**src/pkg/traverse_pkg.sv**
```systemverilog
// Purpose: constants and types for the traverse frequency generator
// Assumes: frequency in 0.01 Hz, hold in 0.1 s, period in 0.01 s
// Notes: percentages are in 0.1 % steps (1000 = 100.0 %)
//
// Operation
// - Auto mode: hold preset, then traverse
// - Manual mode: terminal active selects traverse
// - Manual mode ignores hold time setting
// - Auto hold time 0.0 to 3600 s
// - Preset frequency 0.00-400.0 Hz output first, except manual start with terminal active
// - Waveform centred on central frequency
// - Amplitude is centre times amplitude percent
// - Step jump percent; zero gives none
// - Period covers rise and fall, repeats
// - Rise share splits period into rise, fall
package traverse_pkg;

  // ==========================================================
  // Widths
  localparam int FREQ_W = 16; // 0.01 Hz units
  localparam int PCT_W = 10; // 0.1 % units
  localparam int HOLD_W = 16; // 0.1 s units
  localparam int PER_W = 17; // 0.01 s units
  localparam int HOLD_CNT_W = 19; // Hold count in ticks
  localparam int SW = FREQ_W + 2; // Signed working width
  localparam int NUM_W = FREQ_W + PER_W; // Ramp numerator

  // ==========================================================
  // Setting limits
  localparam logic [PCT_W-1:0] PCT_FULL = 10'h3e8; // 100.0 %
  localparam logic [PCT_W-1:0] PCT_HALF = 10'h1f4; // 50.0 %
  localparam logic [FREQ_W-1:0] FREQ_SET_MAX = 16'h9c40; // 400.00
  localparam logic [HOLD_W-1:0] HOLD_SET_MAX = 16'h8ca0; // 3600.0
  localparam logic [PER_W-1:0] PER_SET_MIN = 17'h0000a; // 0.10 s
  localparam logic [PER_W-1:0] PER_SET_MAX = 17'h1869e; // 999.98

  // ==========================================================
  // Timing
  localparam int CLK_PERIOD_NS = 20; // 50 MHz
  localparam int TICK_NS = 10_000_000; // 0.01 s base tick
  localparam int TICK_CYCLES = TICK_NS / CLK_PERIOD_NS;
  localparam logic [3:0] TICKS_PER_HOLD_UNIT = 4'ha; // 0.1 s

  // ==========================================================
  // Mode encodings
  localparam logic MODE_AUTO = 1'b0;
  localparam logic MODE_MANUAL = 1'b1;

  // Generator states
  typedef enum logic [1:0] {
    ST_IDLE,
    ST_HOLD,
    ST_PRESET,
    ST_TRAVERSE
  } trav_state_t;

  // Traverse settings carried together
  typedef struct packed {
    logic traverse_mode_select;
    logic [FREQ_W-1:0] preset_wobble_freq;
    logic [HOLD_W-1:0] preset_hold_time;
    logic [FREQ_W-1:0] central_freq;
    logic [PCT_W-1:0] swing_amplitude_pct;
    logic [PCT_W-1:0] step_jump_pct;
    logic [PER_W-1:0] wobble_period;
    logic [PCT_W-1:0] rise_share_pct;
  } traverse_cfg_t;

endpackage

```
**src/design/traverse_frequency_generator.sv**
```systemverilog
// Purpose: traverse (wobble) frequency reference for a drive
// Assumes: settings static while running; inputs synchronous
// Notes: output refreshed once per 0.01 s tick during traverse
`timescale 1ns/1ps
`default_nettype none
module traverse_frequency_generator
  import traverse_pkg::*;
#(
  parameter int TICK_DIV = TICK_CYCLES
) (
  input wire logic clk,
  input wire logic reset_n,
  input wire logic run_cmd,
  input wire traverse_cfg_t cfg,
  input wire logic multifunction_input_n,
  input wire logic [FREQ_W-1:0] max_freq,
  output logic [FREQ_W-1:0] freq_ref,
  output logic traverse_active,
  output logic hold_active
);
  localparam int TW = $clog2(TICK_DIV + 1);

  // ==========================================================
  // Tick divider
  logic [TW-1:0] tick_cnt_q, tick_cnt_d; // Cycle count
  logic tick; // 0.01 s enable pulse

  // Next tick count
  always_comb begin
    tick = (tick_cnt_q == TW'(TICK_DIV - 1));
    tick_cnt_d = tick ? '0 : tick_cnt_q + 1'b1;
  end

  // Tick register
  always_ff @(posedge clk or negedge reset_n) begin
    if (!reset_n) begin
      tick_cnt_q <= '0;
    end else begin
      tick_cnt_q <= tick_cnt_d;
    end
  end

  // ==========================================================
  // Setting clean-up and derived values
  logic manual; // Manual mode selected
  logic term_on; // Traverse terminal active
  logic [FREQ_W-1:0] preset_c; // Preset, in range
  logic [FREQ_W-1:0] central_c; // Centre, in range
  logic [PCT_W-1:0] amp_c; // Amplitude pct
  logic [PCT_W-1:0] step_c; // Step pct
  logic [PCT_W-1:0] rise_c; // Rise share pct
  logic [PER_W-1:0] period_c; // Period in ticks
  logic [HOLD_W-1:0] hold_c; // Hold setting
  logic [FREQ_W+PCT_W-1:0] amp_prod; // Centre x pct
  logic [FREQ_W+PCT_W-1:0] step_prod; // Amp x pct
  logic [PER_W+PCT_W-1:0] rise_prod; // Period x pct
  logic [FREQ_W-1:0] amp_hz; // Swing amplitude
  logic [FREQ_W-1:0] step_hz; // Step jump
  logic [FREQ_W-1:0] span_hz; // Ramp travel
  logic [PER_W-1:0] rise_ticks; // Rising length
  logic [PER_W-1:0] fall_ticks; // Falling length
  logic [HOLD_CNT_W-1:0] hold_limit; // Hold in ticks
  logic signed [SW-1:0] low_base; // Rise start point
  logic signed [SW-1:0] high_base; // Fall start point
  logic [FREQ_W-1:0] preset_out; // Clamped preset

  // Saturating clamp of a signed value into 0..lim
  function automatic logic [FREQ_W-1:0] clamp_freq(
    input logic signed [SW-1:0] v,
    input logic [FREQ_W-1:0] lim
  );
    logic signed [SW-1:0] lim_s;
    lim_s = $signed({2'b00, lim});
    if (v < 0) begin
      clamp_freq = '0;
    end else if (v > lim_s) begin
      clamp_freq = lim;
    end else begin
      clamp_freq = v[FREQ_W-1:0];
    end
  endfunction

  // Derived waveform figures
  always_comb begin
    manual = (cfg.traverse_mode_select == MODE_MANUAL);
    term_on = !multifunction_input_n;
    // Limit settings to their legal ranges
    preset_c = (cfg.preset_wobble_freq > FREQ_SET_MAX) ?
               FREQ_SET_MAX : cfg.preset_wobble_freq;
    central_c = (cfg.central_freq > FREQ_SET_MAX) ?
                FREQ_SET_MAX : cfg.central_freq;
    amp_c = (cfg.swing_amplitude_pct > PCT_HALF) ?
            PCT_HALF : cfg.swing_amplitude_pct;
    step_c = (cfg.step_jump_pct > PCT_HALF) ?
             PCT_HALF : cfg.step_jump_pct;
    rise_c = (cfg.rise_share_pct > PCT_FULL) ?
             PCT_FULL : cfg.rise_share_pct;
    hold_c = (cfg.preset_hold_time > HOLD_SET_MAX) ?
             HOLD_SET_MAX : cfg.preset_hold_time;
    if (cfg.wobble_period < PER_SET_MIN) begin
      period_c = PER_SET_MIN;
    end else if (cfg.wobble_period > PER_SET_MAX) begin
      period_c = PER_SET_MAX;
    end else begin
      period_c = cfg.wobble_period;
    end
    // Amplitude from centre and percentage
    amp_prod = central_c * amp_c;
    amp_hz = FREQ_W'(amp_prod / PCT_FULL);
    // Step as share of amplitude; zero pct gives none
    step_prod = amp_hz * step_c;
    step_hz = FREQ_W'(step_prod / PCT_FULL);
    span_hz = {amp_hz[FREQ_W-2:0], 1'b0} - step_hz;
    // Rise and fall split of the period
    rise_prod = period_c * rise_c;
    rise_ticks = PER_W'(rise_prod / PCT_FULL);
    fall_ticks = period_c - rise_ticks;
    hold_limit = hold_c * TICKS_PER_HOLD_UNIT;
    // Ramp start points, step applied at each turn
    low_base = $signed({2'b00, central_c}) -
               $signed({2'b00, amp_hz}) +
               $signed({2'b00, step_hz});
    high_base = $signed({2'b00, central_c}) +
                $signed({2'b00, amp_hz}) -
                $signed({2'b00, step_hz});
    preset_out = clamp_freq($signed({2'b00, preset_c}),
                            max_freq);
  end

  // ==========================================================
  // Sequencer state
  trav_state_t st_q, st_d; // Operating state
  logic [HOLD_CNT_W-1:0] hold_cnt_q, hold_cnt_d; // Hold ticks
  logic [PER_W-1:0] phase_q, phase_d; // Tick in period
  logic rising_q, rising_d; // Segment of pending step
  logic [FREQ_W-1:0] freq_q, freq_d; // Output reference
  logic div_start; // Launch ramp division
  logic div_busy; // Divider running
  logic div_done; // Quotient ready
  logic [NUM_W-1:0] div_num; // Span x elapsed
  logic [PER_W-1:0] div_den; // Segment length
  logic [NUM_W-1:0] div_quot; // Ramp offset
  logic seg_rise; // Current tick is rising
  logic [PER_W-1:0] seg_pos; // Ticks into segment
  logic signed [SW-1:0] ramp_val; // Unclamped output

  // Next state, counters and output
  always_comb begin
    st_d = st_q;
    hold_cnt_d = hold_cnt_q;
    phase_d = phase_q;
    rising_d = rising_q;
    freq_d = freq_q;
    div_start = 1'b0;
    seg_rise = (phase_q < rise_ticks);
    seg_pos = seg_rise ? phase_q : phase_q - rise_ticks;
    div_num = span_hz * seg_pos;
    div_den = seg_rise ? rise_ticks : fall_ticks;
    ramp_val = rising_q ?
      low_base + $signed({2'b00, div_quot[FREQ_W-1:0]}) :
      high_base - $signed({2'b00, div_quot[FREQ_W-1:0]});
    if (!run_cmd) begin
      // Stopped: no reference
      st_d = ST_IDLE;
      freq_d = '0;
    end else begin
      case (st_q)
        ST_IDLE: begin
          // Start: auto holds, manual follows terminal
          hold_cnt_d = '0;
          phase_d = '0;
          if (!manual) begin
            st_d = ST_HOLD;
          end else if (term_on) begin
            st_d = ST_TRAVERSE;
          end else begin
            st_d = ST_PRESET;
          end
        end
        ST_HOLD: begin
          // Preset output for the hold time
          freq_d = preset_out;
          phase_d = '0;
          if (manual) begin
            // Hold time has no meaning here
            st_d = term_on ? ST_TRAVERSE : ST_PRESET;
          end else if (hold_cnt_q >= hold_limit) begin
            st_d = ST_TRAVERSE;
          end else if (tick) begin
            hold_cnt_d = hold_cnt_q + 1'b1;
          end
        end
        ST_PRESET: begin
          // Manual with terminal off
          freq_d = preset_out;
          phase_d = '0;
          if (!manual) begin
            hold_cnt_d = '0;
            st_d = ST_HOLD;
          end else if (term_on) begin
            st_d = ST_TRAVERSE;
          end
        end
        ST_TRAVERSE: begin
          // Triangular swing about the centre
          if (manual && !term_on) begin
            st_d = ST_PRESET;
            freq_d = preset_out;
          end else begin
            if (tick && !div_busy) begin
              div_start = 1'b1;
              rising_d = seg_rise;
              phase_d = (phase_q >= period_c - 1'b1) ?
                        '0 : phase_q + 1'b1;
            end
            if (div_done) begin
              freq_d = clamp_freq(ramp_val, max_freq);
            end
          end
        end
        default: begin
          st_d = ST_IDLE;
          freq_d = '0;
        end
      endcase
    end
  end

  // Sequencer registers
  always_ff @(posedge clk or negedge reset_n) begin
    if (!reset_n) begin
      st_q <= ST_IDLE;
      hold_cnt_q <= '0;
      phase_q <= '0;
      rising_q <= 1'b1;
      freq_q <= '0;
    end else begin
      st_q <= st_d;
      hold_cnt_q <= hold_cnt_d;
      phase_q <= phase_d;
      rising_q <= rising_d;
      freq_q <= freq_d;
    end
  end

  // ==========================================================
  // Ramp offset: span x elapsed / segment length
  serial_divider #(
    .NW(NUM_W),
    .DW(PER_W)
  ) u_ramp_div (
    .clk(clk),
    .reset_n(reset_n),
    .start(div_start),
    .numer(div_num),
    .denom(div_den),
    .busy(div_busy),
    .done(div_done),
    .quot(div_quot)
  );

  // Outputs
  assign freq_ref = freq_q;
  assign traverse_active = (st_q == ST_TRAVERSE);
  assign hold_active = (st_q == ST_HOLD);
endmodule // traverse_frequency_generator
`default_nettype wire

```
**src/design/serial_divider.sv**
```systemverilog
// Purpose: unsigned restoring divider, one quotient bit a cycle
// Assumes: denominator is non-zero when started
// Notes: busy for NW cycles, done pulses one cycle
`timescale 1ns/1ps
`default_nettype none
module serial_divider #(
  parameter int NW = 33,
  parameter int DW = 17
) (
  input wire logic clk,
  input wire logic reset_n,
  input wire logic start,
  input wire logic [NW-1:0] numer,
  input wire logic [DW-1:0] denom,
  output logic busy,
  output logic done,
  output logic [NW-1:0] quot
);
  localparam int CW = $clog2(NW + 1);

  // ==========================================================
  // State
  logic [DW:0] rem_q, rem_d; // Partial remainder
  logic [NW-1:0] quo_q, quo_d; // Shifting quotient
  logic [DW-1:0] den_q, den_d; // Latched divisor
  logic [CW-1:0] cnt_q, cnt_d; // Bits left
  logic done_q, done_d; // Finish pulse
  logic [DW:0] shifted; // Remainder after shift

  // Next state: shift, compare, subtract
  always_comb begin
    rem_d = rem_q;
    quo_d = quo_q;
    den_d = den_q;
    cnt_d = cnt_q;
    done_d = 1'b0;
    shifted = {rem_q[DW-1:0], quo_q[NW-1]};
    if (cnt_q != '0) begin
      // One restoring step
      if (shifted >= {1'b0, den_q}) begin
        rem_d = shifted - {1'b0, den_q};
        quo_d = {quo_q[NW-2:0], 1'b1};
      end else begin
        rem_d = shifted;
        quo_d = {quo_q[NW-2:0], 1'b0};
      end
      cnt_d = cnt_q - 1'b1;
      done_d = (cnt_q == CW'(1));
    end else if (start) begin
      // Load operands
      rem_d = '0;
      quo_d = numer;
      den_d = denom;
      cnt_d = CW'(NW);
    end
  end

  // Registers
  always_ff @(posedge clk or negedge reset_n) begin
    if (!reset_n) begin
      rem_q <= '0;
      quo_q <= '0;
      den_q <= '0;
      cnt_q <= '0;
      done_q <= 1'b0;
    end else begin
      rem_q <= rem_d;
      quo_q <= quo_d;
      den_q <= den_d;
      cnt_q <= cnt_d;
      done_q <= done_d;
    end
  end

  assign busy = (cnt_q != '0);
  assign done = done_q;
  assign quot = quo_q;
endmodule // serial_divider
`default_nettype wire

```
**config.mk**
```make
export PLATFORM = sky130hd
export DESIGN_NAME = traverse_frequency_generator
export DESIGN_NICKNAME = d
export VERILOG_FILES = /design/src/pkg/traverse_pkg.sv /design/src/design/traverse_frequency_generator.sv /design/src/design/serial_divider.sv
export SDC_FILE = /design/constraint.sdc
export NUM_CORES = 2
export LEC_CHECK = 0
export BUFFER_PORTS_ARGS = -buffer_cell sky130_fd_sc_hd__buf_2
export CAP_MARGIN = 5
export CORE_ASPECT_RATIO = 0.9
export CORE_MARGIN = 4
export CORE_UTILIZATION = 38
export CTS_CLUSTER_DIAMETER = 40
export CTS_CLUSTER_SIZE = 14
export DETAILED_ROUTE_END_ITERATION = 10
export GPL_TIMING_DRIVEN = 1
export PLACE_DENSITY = 0.57
export SLEW_MARGIN = 20
export SYNTH_ARGS = -nofsm -noshare
export SYNTH_HDL_FRONTEND = slang
export SYNTH_HIERARCHICAL = 1
export SYNTH_SLANG_ARGS = --single-unit
export TNS_END_PERCENT = 30
```
**constraint.sdc**
```tcl
create_clock -name clk -period 11.2 [get_ports clk]
set_input_delay 0.56 -clock clk [delete_from_list [all_inputs] [get_ports clk]]
set_output_delay 0.56 -clock clk [all_outputs]
set_load 0.05 [all_outputs]
```
== Yosys cells after proc, flatten, opt, wreduce, memory -nomap -nowiden ==
Cells that the tools add are included.
Word-level totals
  logic and storage cells: 132
  input port bits: 116
  register bits after elaboration: 148
  output and inout port bits: 18
Operators by class
  multiplexer cells: 50
  div/mod/pow operators: 3
  equal/unequal tests: 16
  $lt $le $gt $ge: 15
  multipliers: 5
  bitwise operators: 2
  reductions and logical operators: 15
  add/subtract/negate cells: 15
Operators by type and width (number)
  $mux W17: 10
  $mux W16: 9
  $mux W19: 5
  $mux W33: 2
  $pmux W19 S3: 1
  $div A26 B10 Y26 const B: 2
  $mul A16 B10 Y26: 2
  $sub A17 B17 Y17: 3
  $gt A16 B16 Y1 const B: 3
  $add A19 B1 Y19 const B: 2
  $pmux W17 S2: 1
  $mul A16 B17 Y33: 1
  $pmux W16 S2: 1
  $mux W10: 3
  $div A27 B10 Y27 const B: 1
  $mul A17 B10 Y27: 1
  $gt A10 B9 Y1 const B: 2
  $eq A19 B19 Y1 const B: 1
  $ge A19 B19 Y1: 1
  $add A17 B17 Y18: 1
  $add A18 B17 Y18: 1
  $ge A18 B17 Y1: 1
  $gt A18 B17 Y1: 1
  $lt A18 B1 Y1 const B: 1
  other kinds (42): 65

== Depth between registers and ports, before layout ==
  depth in word-level cells: 16
  depth in mapped cells: 196
  depth with buffers taken out: 182

== Hierarchy ==
Netlist, hierarchy kept.
By module, submodules not included
  traverse_frequency_generator: seq. area each 1853.0 µm², area an instance 49992.9 µm², times used 1, cells each 6447
  serial_divider: seq. area each 1851.8 µm², area an instance 4287.9 µm², times used 1, cells each 450

== Worst setup path before layout ==
Ideal clock, no wire load.
  kind: in2reg
  from: input port cfg[47] (netlist name)
  to: register u_ramp_div.quo_q[32] (netlist: u_ramp_div/quot[32])
  data arrival time: 41.225 ns
  cell stages on the path: 179
  required time: 11.068 ns
  library setup time: 0.132 ns
  slack: -30.157 ns
  path buffers: 11
  cell sequence: or4_1 -> o31ai_1 -> a21oi_1 -> o31ai_1 -> clkbuf_1 -> nand2_1 -> inv_1 -> nand2_1 -> fa_1 -> inv_1 -> fa_1 -> fa_1 -> fa_1 -> inv_1 -> fa_1 -> inv_1 -> ha_1 -> buf_2 -> [... 143 more ...] -> a21oi_1 -> o21bai_1 -> a21oi_1 -> o21bai_1 -> a21oi_1 -> o21bai_1 -> a21oi_1 -> o21bai_1 -> a21oi_1 -> o21bai_1 -> a21oi_1 -> o21bai_1 -> a21oi_1 -> o21bai_1 -> a21oi_1 -> xnor2_1 -> mux2i_1 -> o21ai_1
Between the ends
  cells in the longest elaborated chain, start to end: 10
RTL lines
  from (decl): RTL line traverse_frequency_generator.sv:14  | input wire traverse_cfg_t cfg,
  $gt A16 B16 Y1: RTL line traverse_frequency_generator.sv:90  | central_c = (cfg.central_freq > FREQ_SET_MAX) ?
  $mux W16 (*): RTL line traverse_frequency_generator.sv:90
  $mul A16 B10 Y26 (*): RTL line traverse_frequency_generator.sv:108  | amp_prod = central_c * amp_c;
  $div A26 B10 Y26 (*): RTL line traverse_frequency_generator.sv:109  | amp_hz = FREQ_W'(amp_prod / PCT_FULL);
  $mul A16 B10 Y26: RTL line traverse_frequency_generator.sv:111  | step_prod = amp_hz * step_c;
  $div A26 B10 Y26: RTL line traverse_frequency_generator.sv:112  | step_hz = FREQ_W'(step_prod / PCT_FULL);
  $sub A16 B16 Y16 (*): RTL line traverse_frequency_generator.sv:113  | span_hz = {amp_hz[FREQ_W-2:0], 1'b0} - step_hz;
  $mul A16 B17 Y33 (*): RTL line traverse_frequency_generator.sv:157  | div_num = span_hz * seg_pos;
  named net div_num[32]: RTL line traverse_frequency_generator.sv:140  | logic [NUM_W-1:0] div_num;
  $mux W33 (*): RTL line serial_divider.sv:49  | end else if (start) begin
  $mux W33 (*): RTL line serial_divider.sv:38  | if (cnt_q != '0) begin
  to (signal assigned): RTL line serial_divider.sv:68  | quo_q <= quo_d;
  to (decl): RTL line serial_divider.sv:24  | logic [NW-1:0] quo_q, quo_d;
Mark *: on every way through the listed nets, which the timed path passes. The rest lies on a longest branch. The select of a mux whose other input is x is not followed.
A chain may end at the register's enable or synchronous reset.

== Worst setup path after layout ==
  from: input port cfg[50] (netlist name)
  to: register u_ramp_div.quo_q[29] (netlist: u_ramp_div/quot[29])
The elaborated chain is that of the path after synthesis.

==> impl_metrics.py <==
metrics = {
    "min_path": {
        "min_path_type": "primary input to asynchronous set/reset pin",
    },
    "synthesis": {
        "synth_sequential_area_ratio_pct": 6.83,
        "synth_async_sr_flop_share_pct": 100,
        "netlist_top_cells_area": "fa_1, ha_1, dfrtp_1",
        "netlist_area_um2": 54300,
        "synthesis.area_per_instance_um2": 7.87,
        "yosysTopAreaCell": "fa_1",
        "synth.yosys.warnings": 6,
        "synth_top_cell_area_share_pct": 22.2,
        "synth_flop_cell": "dfrtp_1",
        "synth_enable_flop_cells": 0,
        "yosys_register_bits": 148,
        "synthCells": 6897,
        "synthDistinctLibCells": 151,
    },
    "global_route": {
        "gr-usage-met1_pct": 33.6,
        "grtUsageTotal_pct": 24.5,
        "grt_busiest_layer": "met2",
        "antenna_found_initial": 12,
        "routing_usage_on_met3_pct": 2.73,
        "grt_remaining_overflow": 0,
        "grt_first_pass_wirelength_mm": 301,
        "grt_met2_usage_pct": 41.0,
        "maximum_number_of_pins_on_one_net_before_global_route_repair": 87,
        "number_of_global_route_vias_before_repair": 57800,
    },
    "placement": {
        "place_hpwl_mm": 157,
        "buffer_ports.inserted": 133,
        "gp_congestion": 0.958,
        "post-place-ws_ps": -29070,
    },
    "clock_tree": {
        "clock-sinks": 148,
        "clk_pin_slew_ps": 70,
        "cts_max_path_buffers": 2,
        "ctsHtreeMaxLevel": 4,
        "clock_buffer_count_from_cts": 17,
        "holdBufCountCts": 0,
        "clockRootBuffer": "clkbuf_16",
        "clk_lat_worst_skew_ps": 480,
        "cts_tree": "built",
    },
    "cells_and_area": {
        "final_util_pct": 53.9,
        "final_layout_net_count": 10100,
        "share_of_final_layout_standard_cells_stronger_than_drive_strength_1_pct": 33.2,
        "mostFrequentLayoutCell": "buf_4",
        "area.growth.synth_to_final_pct": 40.8,
        "layout_common_cells": "buf_4, nand2_1, inv_1",
    },
    "sta": {
        "timing.clock.skew_ps": 19.5,
        "fin_hold_ws_ps": 112,
        "final.min_clock_period_ps": 39100,
        "timing.final.ws_setup_ps": -27900,
        "finalSetupTns_ps": -1450410,
        "rsz0062_at_grt": "true",
        "tightestPinTransition_ps": 1120,
        "max_freq_mhz": 25.6,
        "final_min_period_over_clock_period_pct": 349,
        "finalSetupViolations": 67,
        "slew_violations": 0,
        "final_hold_viol_count": 0,
        "slew-limit-headroom_pct": 24.7,
    },
    "setup_path": {
        "critPathRequiredTime_ps": 11520,
        "path_max_fanout": 8,
        "crit_path_max_incr_delay_ps": 580,
        "worstReg2RegEnd": "u_ramp_div/quot[32]",
        "worstRegToRegCells": 56,
        "rr_startpoint": "phase_q[0]",
        "critical_path_class": "primary input to flop",
        "cp_startpoint_kind": "primary input",
        "critical_path.endpoint_type": "flop",
        "rrSetupSlack_ps": 250,
        "cell_repeated_most_along_the_worst_path": "a21oi_2",
        "critical_path.slowest_cell": "fa_1",
        "critical_path_arrival_ps": 39420,
    },
    "run": {
        "max_cap_violations": 0,
    },
    "routing": {
        "via_count": 57300,
        "drc": 0,
        "detail_route.vias_per_cell": 5.31,
        "initial_drt_markers": 3858,
        "finalWirelength_mm": 185,
        "detail_route.first_pass.iterations": 6,
        "postRouteAntennaNets": 0,
        "post_drt_wl_per_cell_um": 17.2,
    },
    "outcome": {
        "violations_in_the_final_reports": "setup timing",
        "outcome": "complete, but fails checks",
    },
    "floorplanning": {
        "die_width_um": 406,
        "dieArea_um2": 149000,
        "chipHeight_um": 367,
        "total_core_area_um2": 142000,
        "initial_core_util_pct": 38.3,
        "io-pin-count": 134,
        "rows": 131,
    },
}
[Yosys cell counts (16+ instances only)]
cell type / count
a211o_1: 23
o22ai_1: 41
nand3_1: 141
o21a_1: 54
a21o_1: 105
and3_1: 80
nor2b_1: 56
a21oi_1: 426
and4_1: 18
mux2i_1: 125
buf_2: 36
o21ai_0: 256
nand2_1: 820
a31oi_1: 52
or2_2: 41
o211ai_1: 56
o2111ai_1: 28
nor4_1: 46
a211oi_1: 53
a22o_1: 21
o221ai_1: 19
buf_1: 16
ha_1: 509
o21bai_1: 78
nor2_1: 570
dfrtp_1: 147
o211a_1: 18
or3_1: 53
a22oi_1: 16
mux2_2: 36
inv_1: 808
fa_1: 601
inv_2: 21
xnor2_1: 268
and2_1: 151
nor3_1: 110
clkbuf_1: 174
nand2b_1: 86
nor3b_1: 16
xor2_1: 124
nand4_1: 59
o21ai_1: 73
o31ai_1: 46
[worst max-delay path by stage]
stage / endpoint / from / cells past startpoint / slack [ps]
6_report: u_ramp_div/quot[29] / cfg[50] / 183 / -27900
5_1_grt: u_ramp_div/quot[32] / cfg[50] / 188 / -29770
2_1_floorplan: u_ramp_div/quot[32] / cfg[50] / 178 / -27890
3_5_place_dp: u_ramp_div/quot[32] / cfg[50] / 173 / -29070
3_3_place_gp: u_ramp_div/quot[32] / cfg[50] / 177 / -28580
4_1_cts: u_ramp_div/quot[32] / cfg[50] / 182 / -27590
[state kept, by name (all words and copies together) (netlist names)]
name	cells
st_q	2
u_ramp_div/cnt_q	6
u_ramp_div/rem_q	17
tick_cnt_q	19
hold_cnt_q	19
u_ramp_div/done	1
u_ramp_div/quot	33
u_ramp_div/den_q	17
rising_q	1
phase_q	17
freq_ref	16
[cell families (layout without fill, tap and decap cells)]
family / after synthesis / count (layout) / synth area share (%)
AND/OR/NAND/NOR: 2332 / 2332 / 20.4
AO/OA/AOI/OAI: 1650 / 1650 / 21.0
adder cells (fa/ha/maj): 1119 / 1119 / 34.1
buffers and inverters: 1069 / 3064 / 7.59
XOR/XNOR: 399 / 399 / 6.56
multiplexers: 178 / 178 / 3.50
flip-flops: 148 / 148 / 6.83
other: 2 / 39 / 0.0138
[layout make-up]
class	instances	area, um2
multi-input cells	5710	49900
repair buffers	2199	16600
clock buffers	19	443
flip-flops and latches	148	3700
clock inverters	13	196
well taps	1862	2330
diodes	7	17.5
fillers	13200	65400
inverters	833	3160
[metal layers]
metal  wire, um  vias up
met5          0        -
met3       9720      215
met4       5530        0
li1           -    27800
met2      86900     1436
met1      83300    27900
[stage by stage]
| stage | instances | instance area, um2 |
|---|---|---|
| 3_3_place_gp | 10600 | 72000 |
| 6_report | 10800 | 76400 |
| 2_1_floorplan | 6927 | 55600 |
| 5_1_grt | 10800 | 76400 |
| 3_5_place_dp | 10600 | 72000 |
| 4_1_cts | 10700 | 74600 |
[critical path: cells and delay by family]
kind            cells  cell delay (ps)
compound gates     74            14990
xor+xnor            5              820
fa+ha+maj          20             8760
buf+inv            34             3880
mux                 5              910
simple gates       45             9400
[what timing repair did]
action / 4_1_cts / 5_1_grt
pin swaps: 198 / 220
cloned: 1 / 0
setup buffers: 103 / 67
endpoints found under the setup margin: 67 / 67
resized for setup: 253 / 275
Power is not shown: default switching activity piles up to over one toggle a cycle in this logic, so the estimate is an artifact.
